--- src/verilog/mds_pkg.sv ---
/*
  Constants for the driver status word: address, field positions and widths.
  Assumes the serial configuration engine presents an address of ADDR_W bits.
*/
package mds_pkg;
  localparam int ADDR_W = 7;
  localparam int DATA_W = 32;
  localparam int CS_W = 5;
  localparam int OFFTIME_W = 4;
  localparam logic [ADDR_W-1:0] DRIVER_STATUS_WORD_ADDR = 7'h6f;
  localparam logic [OFFTIME_W-1:0] OFFTIME_DRIVER_OFF = 4'h0;
  localparam logic [CS_W-1:0] CS_FULL_SCALE = 5'h1f;
  localparam logic [DATA_W-1:0] STATUS_RESET = 32'h0000_0000;
  localparam int STANDSTILL_CYCLES_DEF = 1048576;
  localparam int BIT_STANDSTILL = 31;
  localparam int BIT_QUIET_MODE = 30;
  localparam int BIT_CS_HI = 20;
  localparam int BIT_CS_LO = 16;
  localparam int BIT_TEMP_HI = 11;
  localparam int BIT_TEMP_LO = 8;
  localparam int BIT_OPEN_B = 7;
  localparam int BIT_OPEN_A = 6;
  localparam int BIT_SHORT_HI = 5;
  localparam int BIT_SHORT_LO = 2;
  localparam int BIT_OVERHEAT = 1;
  localparam int BIT_PREWARN = 0;
  localparam int TEMP_N = 4;
  localparam int SHORT_N = 4;
  localparam int MODE_N = 2;
  localparam int MODE_CYCLE = 0;
  localparam int MODE_QUIET = 1;
endpackage

--- src/verilog/mds_status_flags.sv ---
/*
  Driver status word: standstill timer, chopper mode, current scale, temperature
  comparators, open-load and short diagnostics, overtemperature latch and bridge disable.
  Assumes a serial configuration engine on ref_clk issues single-cycle read/write strobes,
  and that analog comparators and pins arrive asynchronously.
*/
//
// Behaviour
// Standstill bit sets 2^20 clocks after last step pulse; clears on stepping.
// Bit 30 set for quiet voltage chopper, clear for cycle-based chopper.
// Bits 20..16 show current scale presently applied by current control.
// Current scale 31 means full current; lower values scale proportionally.
// Bits 11..8 show 157/150/143/120 degree comparators while exceeded.
// Bit 7 open load phase B, bit 6 open load phase A.
// Open-load flags trigger no protection; host checks them during slow motion.
// Low-side short sets bit 5 (B) or 4 (A) and disables bridges.
// Short to ground sets bit 3 (B) or 2 (A) and disables bridges.
// Short flags hold until off-time zero or enable pin deasserted.
// Separate short flag sets per chopper mode; active mode's set reported.
// Bit 1 on overheat; bridges stay off until pre-warning also clears.
// Bit 0 follows pre-warning threshold, clearing when temperature falls below.
// One overheat and one pre-warning flag shared by both bridges.
// Reserved bits read zero; host ignores them.
// Status word read-only; reads change nothing, writes ignored.
`timescale 1ns/100ps
module mds_status_flags
  import mds_pkg::*;
#(
  parameter int STANDSTILL_CYCLES = STANDSTILL_CYCLES_DEF,
  parameter int CNT_W = 21
)
(
  input wire logic ref_clk,
  input wire logic rst_n,
  input wire logic stepPin,
  input wire logic driverEnablePin_n,
  input wire logic [OFFTIME_W-1:0] chopperOffTime,
  input wire logic quietChopperActive,
  input wire logic [CS_W-1:0] csActual,
  input wire logic [TEMP_N-1:0] tempCmp,
  input wire logic overheatCmp,
  input wire logic preWarnCmp,
  input wire logic openLoadB,
  input wire logic openLoadA,
  input wire logic [SHORT_N-1:0] shortDetect,
  input wire logic regRead,
  input wire logic regWrite,
  input wire logic [ADDR_W-1:0] regAddr,
  input wire logic [DATA_W-1:0] regWdata,
  output logic [DATA_W-1:0] regRdata,
  output logic regRdValid,
  output logic bridgeDisable,
  output logic standstill,
  output logic [CS_W-1:0] currentScale
);
  localparam int SYNC_W = 2 + TEMP_N + 2 + SHORT_N;
  localparam logic [CNT_W-1:0] STANDSTILL_LAST = CNT_W'(STANDSTILL_CYCLES - 1);

  typedef struct packed {
    logic stepPrev;
    logic [CNT_W-1:0] idleCount;
    logic standstill;
    logic [MODE_N-1:0][SHORT_N-1:0] shortFlags;
    logic overheatLatch;
    logic bridgeDisable;
    logic [DATA_W-1:0] statusWord;
    logic [DATA_W-1:0] rdata;
    logic rdValid;
    logic [CS_W-1:0] currentScale;
  } mds_state_t;

  mds_state_t state_reg;
  mds_state_t state_next;

  logic [SYNC_W-1:0] syncIn;
  logic [SYNC_W-1:0] syncOut;
  logic stepSync;
  logic enableNSync;
  logic [TEMP_N-1:0] tempSync;
  logic overheatSync;
  logic preWarnSync;
  logic [SHORT_N-1:0] shortSync;
  logic driverOff;
  logic stepEdge;
  logic activeMode;
  logic anyShort;

  // Pins and analog comparators are asynchronous to ref_clk
  assign syncIn = {stepPin, driverEnablePin_n, tempCmp, overheatCmp, preWarnCmp, shortDetect};

  mds_sync #(
    .WIDTH(SYNC_W)
  ) u_sync (
    .ref_clk(ref_clk),
    .rst_n(rst_n),
    .asyncIn(syncIn),
    .syncOut(syncOut)
  );

  assign {stepSync, enableNSync, tempSync, overheatSync, preWarnSync, shortSync} = syncOut;

  assign stepEdge = stepSync && !state_reg.stepPrev;
  assign driverOff = (chopperOffTime == OFFTIME_DRIVER_OFF) || enableNSync;
  assign activeMode = quietChopperActive;

  always_comb
  begin
    state_next = state_reg;
    anyShort = 1'b0;

    // Standstill timer saturates so the flag stays up during long pauses
    state_next.stepPrev = stepSync;
    if (stepEdge)
    begin
      state_next.idleCount = '0;
      state_next.standstill = 1'b0;
    end
    else if (state_reg.idleCount != STANDSTILL_LAST)
    begin
      state_next.idleCount = state_reg.idleCount + CNT_W'(1);
    end
    else
    begin
      state_next.standstill = 1'b1;
    end

    // Each chopper keeps its own short flags; switching mode does not lose the other set
    for (int m = 0; m < MODE_N; m++)
    begin
      for (int s = 0; s < SHORT_N; s++)
      begin
        if (shortSync[s] && (activeMode == m[0]))
          state_next.shortFlags[m][s] = 1'b1;
        else if (driverOff)
          state_next.shortFlags[m][s] = 1'b0;
      end
    end

    // Any latched short of either mode keeps the bridges off until the driver is switched off
    for (int m = 0; m < MODE_N; m++)
    begin
      anyShort = anyShort || (|state_next.shortFlags[m]);
    end

    // Overheat releases only once the shared pre-warning has dropped as well
    if (overheatSync)
      state_next.overheatLatch = 1'b1;
    else if (!preWarnSync)
      state_next.overheatLatch = 1'b0;

    // Open-load flags do not feed the disable term
    state_next.bridgeDisable = anyShort || state_next.overheatLatch;

    state_next.statusWord = STATUS_RESET;
    state_next.statusWord[BIT_STANDSTILL] = state_reg.standstill;
    state_next.statusWord[BIT_QUIET_MODE] = quietChopperActive;
    state_next.statusWord[BIT_CS_HI:BIT_CS_LO] = csActual;
    state_next.statusWord[BIT_TEMP_HI:BIT_TEMP_LO] = tempSync;
    state_next.statusWord[BIT_OPEN_B] = openLoadB;
    state_next.statusWord[BIT_OPEN_A] = openLoadA;
    state_next.statusWord[BIT_SHORT_HI:BIT_SHORT_LO] = state_reg.shortFlags[activeMode];
    state_next.statusWord[BIT_OVERHEAT] = state_reg.overheatLatch;
    state_next.statusWord[BIT_PREWARN] = preWarnSync;

    // Current scale passed on to the bridge drive; CS_FULL_SCALE is full current
    state_next.currentScale = csActual;

    // Reads return a snapshot and touch no flag; writes have no target here
    state_next.rdValid = regRead;
    if (regRead && (regAddr == DRIVER_STATUS_WORD_ADDR))
      state_next.rdata = state_reg.statusWord;
    else if (regRead)
      state_next.rdata = STATUS_RESET;
  end

  always_ff @(posedge ref_clk)
  begin
    if (!rst_n)
      state_reg <= '0;
    else
      state_reg <= state_next;
  end

  assign regRdata = state_reg.rdata;
  assign regRdValid = state_reg.rdValid;
  assign bridgeDisable = state_reg.bridgeDisable;
  assign standstill = state_reg.standstill;
  assign currentScale = state_reg.currentScale;

  // Write strobe and data are accepted and dropped: the word has no writable field
  logic unusedWrite;
  assign unusedWrite = regWrite ^ (^regWdata);
endmodule // mds_status_flags

--- src/verilog/mds_sync.sv ---
/*
  Two-flop synchroniser for a group of asynchronous level inputs.
  Assumes every input bit is a slow level; pulses shorter than one clock may be lost.
*/
`timescale 1ns/100ps
module mds_sync
  import mds_pkg::*;
#(
  parameter int WIDTH = 1
)
(
  input wire logic ref_clk,
  input wire logic rst_n,
  input wire logic [WIDTH-1:0] asyncIn,
  output logic [WIDTH-1:0] syncOut
);
  typedef struct packed {
    logic [WIDTH-1:0] stage1;
    logic [WIDTH-1:0] stage2;
  } mds_sync_state_t;

  mds_sync_state_t state_reg;
  mds_sync_state_t state_next;

  always_comb
  begin
    state_next = state_reg;
    for (int i = 0; i < WIDTH; i++)
    begin
      state_next.stage1[i] = asyncIn[i];
      state_next.stage2[i] = state_reg.stage1[i];
    end
  end

  always_ff @(posedge ref_clk)
  begin
    if (!rst_n)
      state_reg <= '0;
    else
      state_reg <= state_next;
  end

  assign syncOut = state_reg.stage2;
endmodule // mds_sync
--- config.mk ---
export PLATFORM = sky130hd
export DESIGN_NAME = mds_status_flags
export DESIGN_NICKNAME = d
export VERILOG_FILES = /design/src/verilog/mds_pkg.sv /design/src/verilog/mds_status_flags.sv /design/src/verilog/mds_sync.sv
export SDC_FILE = /design/constraint.sdc
export NUM_CORES = 1
export LEC_CHECK = 0
export BUFFER_PORTS_ARGS = -buffer_cell sky130_fd_sc_hd__clkbuf_2
export CORE_MARGIN = 4
export CORE_UTILIZATION = 55
export CTS_CLUSTER_SIZE = 24
export DETAILED_ROUTE_END_ITERATION = 12
export PLACE_DENSITY = 0.82
export SYNTH_ARGS = -nofsm -noshare
export SYNTH_HDL_FRONTEND = slang
export SYNTH_SLANG_ARGS = --single-unit
--- constraint.sdc ---
create_clock -name ref_clk -period 3.2 [get_ports ref_clk]
set_input_delay 0.48 -clock ref_clk [delete_from_list [all_inputs] [get_ports ref_clk]]
set_output_delay 0.48 -clock ref_clk [all_outputs]
set_load 0.01 [all_outputs]
==> results of run 1 <==
## final timing paths
check	slack, ns	cells past startpoint	from	to
worst min register to register	0.43	1	u_sync.state_next[10]	u_sync.syncOut[10]
worst max-delay path	1.02	5	state_reg[81]	state_reg[99]
worst min-delay path	0.33	2	shortDetect[3]	u_sync.state_next[3]
worst max register to register	1.02	5	state_reg[81]	state_reg[99]
## layout make-up
cell class / count / share of cell area
clock inverter: 3 / 0.01659
multi-input combinational: 260 / 0.3660
inverter: 4 / 0.003688
clock buffer: 12 / 0.03319
sequential: 96 / 0.4720
timing repair buffer: 66 / 0.08482
tap: 77 / 0.02366
## cells by family (layout without fill, tap and decap cells)
| logic type | count (synthesis) | count (layout) |
|---|---|---|
| and+or+nand+nor | 169 | 169 |
| muxes | 11 | 11 |
| buffers and inverters | 58 | 85 |
| AOI/OAI and AO/OA | 66 | 66 |
| DFF | 96 | 96 |
| other | 1 | 13 |
| adders and majority gates | 1 | 1 |
## critical path, cell delays in order (launching register included)
cell and delay [ns]:
dfxtp_1 0.42, ha_1 0.24, nand4_1 0.22, or4_1 0.66, or4_1 0.44, a21oi_1 0.14
## metrics by stage
step | instances | cell area (um2) | hold WS, ns | total power [mW] | setup WS [ns]
floorplan | 414 | 3770 | 0.4119 | 1.348 | 1.214
global placement | 503 | 3869 | 0.4174 | 1.371 | 1.102
detailed placement | 503 | 3869 | 0.4177 | 1.375 | 1.066
CTS | 518 | 4071 | 0.3164 | 2.186 | 1.036
global route | 518 | 4071 | 0.3190 | 2.244 | 0.8922
finish | 518 | 4071 | 0.3323 | 2.163 | 1.019
## power groups by stage
stage | Clock [mW] | Combinational, mW | Sequential (mW)
floorplan | 0 | 0.0828 | 1.26
global placement | 0 | 0.104 | 1.27
detailed placement | 0 | 0.106 | 1.27
CTS | 0.839 | 0.107 | 1.24
global route | 0.878 | 0.122 | 1.24
finish | 0.817 | 0.106 | 1.24
## layout by cell type (no fill, tap or decap), types with 2 or more instances in the layout
cell,n
bufinv_16,2
clkbuf_8,9
clkbuf_2,60
clkbuf_1,3
or3_1,3
nand4b_1,2
nor4_1,7
nand3_1,6
nor3_1,7
nand4_1,7
inv_1,2
a22oi_1,4
and4_1,2
nand2b_1,7
a21oi_1,39
nor2b_1,23
a211oi_1,3
a21boi_0,2
conb_1,13
dfxtp_1,96
o31ai_1,5
and2_1,39
and3_1,3
mux2i_1,11
nand2_1,17
o21ai_0,6
nor2_1,38
or4_1,7
buf_4,6
## layer usage
layer,up-vias,routed length [um],GRT usage,share of wire
met5,-,0,0,0
met4,0,104,0.06378,0.016
met2,64,3093,0.2757,0.46
met1,1261,3177,0.2099,0.48
li1,1386,-,-,-
met3,9,302,0.04583,0.045
==> key figures, run 1 <==
Outcome
  – Status: complete, no violations

Route
  – Number of remaining DRC errors: 0
  – DRT iter0 DRCs: 142
  – Count of antenna-violating nets left after detailed routing: 0
  – TritonRoute pass-1 iters: 4
  – Final wirelength: 6.677 mm
  – Routed length per placed instance: 12.89 um
  – Via count: 2,720
  – Via-per-instance ratio: 5.251

Power
  – Internal: 1.708 mW
  – Switch Pwr: 454.9 uW
  – Clk network pwr share: 0.378
  – Combinational fraction of design power: 0.049
  – Leakage power: 1.645 nW
  – PD cells: 531.3 nW/um2
  – Sequential share of power: 0.573
  – Switching Fraction: 0.2103
  – VDD IR max: 0.3559 mV

Worst setup path
  – Worst Path Arrival: 2.46 ns
  – Worst Path Required: 3.48 ns
  – Critical Path Start Type: flop
  – Crit end category: flop
  – Critical Path Fanout Max: 6
  – Worst Path Class, Setup: flop to flop

Cells and area
  – Nets: 505
  – Max reg flops: 49
  – Fillers: 566
  – Layout cells sized above 1: 0.1814
  – Multi-input gate area: 1490 um2
  – Synth-to-Final Area Change: 9.305%
  – # diodes: 0
  – Fin util: 0.6304
  – Register area: 1922 um2

Yosys
  – Commonest cells post-synth: dfxtp_1 (96), a21oi_1 (39), and2_1 (39)
  – Yosys reg bits: 96
  – Area leader, netlist: dfxtp_1
  – Seq/Total Area, Yosys: 0.5160
  – Synth Area in Simple Gates: 0.2492
  – Post-synthesis async set-or-reset flop share: 0
  – Top_reg_cell synth: dfxtp_1
  – Cell count after synthesis: 402
  – Multiplexer area fraction after synthesis: 0.02956
  – Yosys top cell area share: 0.5160
  – Post-Syn Area per Cell: 9.266 um2
  – Number of flops mapped to enable cells by yosys: 0
  – Yosys warning count: 0
  – Top post-synthesis cells by area: dfxtp_1 (52%), buf_4 (7.5%), and2_1 (6.6%)
  – Count leader, synth: dfxtp_1
  – Synthesized area: 3725 um2
  – Main combinational cell family by area after synthesis: simple AND/OR/NAND/NOR gates
  – Compound-Gate Fraction of Synth Area: 0.1048
  – Xor-xnor portion of the synthesized cell area: 0
  – Yosys cell types: 39
  – Adder-Cell Fraction of Synth Area: 0.003359

Place
  – GP Congestion: 0.8255
  – Port bufs: 60
  – Hpwl dp: 4.609 mm

CTS
  – Worst-path clk slew: 0.09 ns
  – Clock root buffer: clkbuf_8
  – H-tree depth: 3
  – Post-CTS resize count: 0
  – Deepest clock path buffer count: 2
  – Clk sink count: 96
  – Num CTS Buffers: 9
  – Post-CTS Setup Repair Bufs: 0
  – TritonCTS clock tree: yes
  – Hold-fix buffers, CTS: 0
  – Clk_lat worst skew: 0.35 ns

Timing
  – Clock Skews: 0.008396 ns
  – Worst slew pin tran: 0.7899 ns
  – Highest Clock Rate: 0.4585 GHz
  – Final setup fails: 0
  – RSZ-0062 raised after global routing: false
  – Final Hold Fails: 0
  – Setup_tns: 0 ns
  – Final Critical Period: 2.181 ns
  – Fin crit share: 0.6816
  – Pins over their slew limit: 0
  – Worst relative slew slack: 0.4685

GRT
  – Vias in the first global route: 2,522
  – Antenna violations before repair: 0
  – Grt total ovfl: 0
  – Total GRT Usage: 0.1676
  – Largest net degree at the start of global routing: 24
  – First-pass GRT wire length: 11.38 mm

Job
  – # Max-Cap Violations: 0

Die
  – Placeable Area: 6459 um2
  – DIE AREA: 8153 um2
  – Starting Density: 0.5767
  – Number of I/O pins: 107
  – Height of the die: 90.30 um
  – Die X-Extent: 90.30 um
  – Row count: 29

Hold path
  – Hold WC Path Type: primary input to flop
(Power assumes the default switching activity.)
==> inputs of run 2 (changes only) <==
CORE_UTILIZATION = 46   (was 55)
PLACE_DENSITY = 0.73   (was 0.82)
clock period = 1.9 ns   (was 3.2 ns; I/O delays follow)
==> key figures, run 2 (synthesis results as in run 1) <==
Timing
  – Fin crit share: 0.9492
  – Worst slew pin tran: 0.6468 ns
  – Worst relative slew slack: 0.5642
  – RSZ-0062 raised after global routing: false
  – Highest Clock Rate: 0.5545 GHz
  – Clock Skews: 0.01208 ns
  – Final Hold Fails: 0
  – Final Critical Period: 1.803 ns
  – Final setup fails: 0
  – Pins over their slew limit: 0
  – Setup_tns: 0 ns

Route
  – TritonRoute pass-1 iters: 4
  – Number of remaining DRC errors: 0
  – Count of antenna-violating nets left after detailed routing: 0
  – Via count: 2,815
  – DRT iter0 DRCs: 105
  – Final wirelength: 7.198 mm
  – Via-per-instance ratio: 5.009
  – Routed length per placed instance: 12.81 um

Cells and area
  – Commonest non-fill, non-tap cells in the layout: dfxtp_1 (94), clkbuf_2 (60), and2_1 (39), a21oi_1 (39), nor2_1 (38)
  – Synth-to-Final Area Change: 15.12%
  – Nets: 523
  – # diodes: 0
  – Max reg flops: 49
  – Layout cells sized above 1: 0.2348
  – Commonest non-fill, non-tap cell in the layout: dfxtp_1

CTS
  – Clk sink count: 96
  – Hold-fix buffers, CTS: 0
  – Worst-path clk slew: 0.10 ns
  – Num CTS Buffers: 9
  – TritonCTS clock tree: yes
  – H-tree depth: 3
  – Deepest clock path buffer count: 2
  – Clock root buffer: clkbuf_8
  – Clk_lat worst skew: 0.36 ns

Worst setup path
  – Worst Path Arrival: 2.10 ns
  – CP Buf/Inv Count: 0
  – Worst Path Class, Setup: flop to flop
  – R2R setup slack: 0.1 ns
  – Critical Path Fanout Max: 4
  – CP top delay family: simple AND/OR/NAND/NOR gates
  – CP Cell Sequence: ha_4, nand4_1, or4_4, or4_1, a21oi_1
  – Crit end category: flop
  – CP max-delay cell: or4_4
  – Slowest stage delay, CP: 0.54 ns
  – Worst Path Required: 2.20 ns
  – Critical Path Start Type: flop

GRT
  – Vias in the first global route: 2,755
  – Largest net degree at the start of global routing: 34
  – Met1 GRT Util: 0.1821
  – Grt total ovfl: 0
  – Antenna violations before repair: 0
  – Met3 Use GR: 0.03929
  – Top Usage Layer GRT: met2
  – Met2 Resource Use GR: 0.2508
  – Total GRT Usage: 0.1533
  – First-pass GRT wire length: 12.10 mm

Place
  – Port bufs: 60
  – GP Congestion: 0.8162
  – Hpwl dp: 5.121 mm

Power
  – PD cells: 852.7 nW/um2
  – VDD IR max: 0.3692 mV
  – Leakage power: 1.767 nW
  – Tot Pwr: 3.656 mW

Outcome
  – Status: complete, no violations

Die
  – Placeable Area: 7807 um2
  – Number of I/O pins: 107
  – Die X-Extent: 97.99 um
  – Height of the die: 97.99 um
  – DIE AREA: 9601 um2
  – Starting Density: 0.4771
  – Row count: 32

Hold path
  – Hold WC Path Type: primary input to flop

Job
  – # Max-Cap Violations: 0
-- run 2: changes by cell type in the layout (fill, tap and decap cells not counted), sizes merged --
cell	previous run	this run
inv	3	7
clkinv	1	3
clkinvlp	1	0
clkbuf	72	69
bufinv	2	1
buf	6	24
-- run 2: final timing paths --
kind	start	end	cells after the start
setup reg to reg	state_reg[82]	state_reg[99]	5
hold / removal	tempCmp[0]	u_sync.state_next[6]	2
hold reg to reg	u_sync.syncOut[9]	state_reg[49]	1
setup / recovery	state_reg[82]	state_reg[99]	5
-- run 2: where the power goes --
part,total (mW),switching (mW),internal [mW]
registers,2.09,0.0250,2.06
clock network,1.37,0.737,0.636
logic,0.195,0.106,0.0881
total,3.66,0.868,2.79
-- run 2: worst register-to-register path, delay by kind of cell, from the launching register on --
family | cells | cell delay [ns]
adders and majority gates | 1 | 0.15
AOI/OAI and AO/OA | 1 | 0.12
DFF | 1 | 0.38
and+or+nand+nor | 3 | 1.09
-- run 2: area by class of cell --
type,count,area [um2]
clock buffer,9,123.9
clock inverter,7,86.33
fill,726,3520
inverter,4,15.01
multi-input combinational,260,1525
sequential,96,1929
tap,102,127.6
timing repair buffer,84,480.5
-- run 2: what timing repair did --
action / 4_1_cts / 5_1_grt
endpoints found under the hold margin: 0 / 0
endpoints found under the setup margin: 0 / 10
resized for setup: 0 / 5
setup buffers: 0 / 2
-- run 2: layer usage --
layer	wire length, um	share of wire
met5	0	0
met1	3122	0.43
met4	202	0.028
met2	3433	0.48
met3	439	0.061
-- run 2: through the flow --
step	instances	hold slack (ns)	setup slack, ns	util	cell area [um2]
floorplan	414	0.4119	0.002941	-	3789
global placement	544	0.4198	0.08654	0.5171	4038
detailed placement	544	0.4184	0.07533	0.5171	4038
CTS	560	0.1012	0.05379	0.5441	4248
global route	562	0.1124	0.004711	0.5492	4288
finish	562	0.1212	0.09658	0.5492	4288
==> inputs of run 3 (changes only) <==
RECOVER_POWER = 25   (was default)
==> key figures, run 3 (synthesis results as in run 1) <==
Outcome
  – Status: complete, no violations

Power
  – VDD IR max: 0.3728 mV
  – Leakage power: 1.749 nW
  – PD cells: 854.1 nW/um2
  – Tot Pwr: 3.658 mW

Timing
  – RSZ-0062 raised after global routing: false
  – Pins over their slew limit: 0
  – Worst slew pin tran: 0.9684 ns
  – Final Critical Period: 1.809 ns
  – Setup_tns: 0 ns
  – Final setup fails: 0
  – Highest Clock Rate: 0.5527 GHz
  – Final Hold Fails: 0
  – Final critical-path setup slack: 0.09076 ns
  – Clock Skews: 0.01209 ns
  – Fin crit share: 0.9522
  – Worst relative slew slack: 0.3544

Route
  – Via-per-instance ratio: 5.018
  – Final wirelength: 7.244 mm
  – DRT iter0 DRCs: 107
  – TritonRoute pass-1 iters: 4
  – Routed length per placed instance: 12.89 um
  – Via count: 2,820
  – Number of remaining DRC errors: 0
  – Count of antenna-violating nets left after detailed routing: 0

Worst setup path
  – Worst Path Class, Setup: flop to flop
  – Slowest stage delay, CP: 0.54 ns
  – R2R setup slack: 0.09 ns
  – CP Launch Point: state_reg[82]
  – CP max-delay cell: or4_4
  – Crit end category: flop
  – Worst Path Required: 2.20 ns
  – Critical Path Start Type: flop
  – Critical Path Fanout Max: 4
  – Worst r2r src: state_reg[82]
  – CP Cell Sequence: ha_4, nand4_1, or4_4, or4_1, a21oi_1
  – Worst Path Arrival: 2.11 ns

CTS
  – Num CTS Buffers: 9
  – Deepest clock path buffer count: 2
  – Clk sink count: 96
  – Hold-fix buffers, CTS: 0
  – Worst-path clk slew: 0.10 ns
  – Clock root buffer: clkbuf_8
  – TritonCTS clock tree: yes
  – Clk_lat worst skew: 0.36 ns
  – H-tree depth: 3

Die
  – DIE AREA: 9601 um2
  – Starting Density: 0.4771
  – Height of the die: 97.99 um
  – Number of I/O pins: 107
  – Die X-Extent: 97.99 um
  – Row count: 32
  – Placeable Area: 7807 um2

Cells and area
  – Commonest non-fill, non-tap cells in the layout: dfxtp_1 (94), clkbuf_2 (59), a21oi_1 (39)
  – Max reg flops: 49
  – Nets: 523
  – # diodes: 0
  – Fin util: 0.5486
  – Fillers: 726
  – Commonest non-fill, non-tap cell in the layout: dfxtp_1
  – Synth-to-Final Area Change: 14.98%
  – Layout cells sized above 1: 0.2304
  – Final Cell Area: 4283 um2

Place
  – Post-DP Area: 4038 um2
  – Pre-CTS setup slack: 0.07533 ns
  – Port bufs: 60
  – GP Congestion: 0.8162
  – Hpwl dp: 5.121 mm

GRT
  – Antenna violations before repair: 0
  – Met1 GRT Util: 0.1821
  – First-pass GRT wire length: 12.10 mm
  – Top Usage Layer GRT: met2
  – Total GRT Usage: 0.1533
  – Met2 Resource Use GR: 0.2508
  – Largest net degree at the start of global routing: 34
  – Vias in the first global route: 2,755
  – Met3 Use GR: 0.03929
  – Grt total ovfl: 0

Hold path
  – Hold WC Path Type: primary input to flop
  – HP Start: tempCmp[0]

Job
  – # Max-Cap Violations: 0
-- run 3: changes by cell type in the layout (fill, tap and decap cells not counted), sizes merged --
cell	before	now
buf	24	23
clkbuf	69	70
-- run 3: what timing repair did --
action                                  CTS  global route
resized for setup                         0             5
endpoints found under the setup margin    0            10
setup buffers                             0             2
-- run 3: cell type report --
type | count | area (um2) | share of cell area
Clock buffer | 9 | 123.9 | 0.02892
Clock inverter | 7 | 86.33 | 0.02016
Inverter | 4 | 15.01 | 0.003506
Multi-Input combinational cell | 260 | 1525 | 0.3561
Sequential cell | 96 | 1929 | 0.4505
Tap cell | 102 | 127.6 | 0.02980
Timing Repair Buffer | 84 | 475.5 | 0.1110
-- run 3: routing by layer --
layer  wire [um]  part of all wire  up-vias
met4         207             0.029        0
li1            -                 -     1431
met5           0                 0        -
met2        3436              0.47       82
met3         415             0.057       19
met1        3185              0.44     1288
-- run 3: critical path: cells and delay by family (launching register included) --
family | cells | cell delay, ns
AO/OA/AOI/OAI | 1 | 0.12
AND/OR/NAND/NOR | 3 | 1.09
flip-flops | 1 | 0.39
adder cells (fa/ha/maj) | 1 | 0.15
-- run 3: metrics by stage --
| step | instances | hold WS (ns) |
|---|---|---|
| after floorplan | 414 | 0.4119 |
| after global placement | 544 | 0.4198 |
| after detailed placement | 544 | 0.4184 |
| after CTS | 560 | 0.1012 |
| after global routing | 562 | 0.1124 |
| final | 562 | 0.1223 |
-- run 3: final timing paths --
path                           to  cells after the start
max                 state_reg[99]                      5
min          u_sync.state_next[6]                      2
max reg2reg         state_reg[99]                      5
min reg2reg         state_reg[49]                      1
-- run 3: power by group --
group / internal, mW / switching (mW)
sequential: 2.06 / 0.0251
combinational: 0.0859 / 0.107
clock: 0.636 / 0.740
total: 2.79 / 0.872
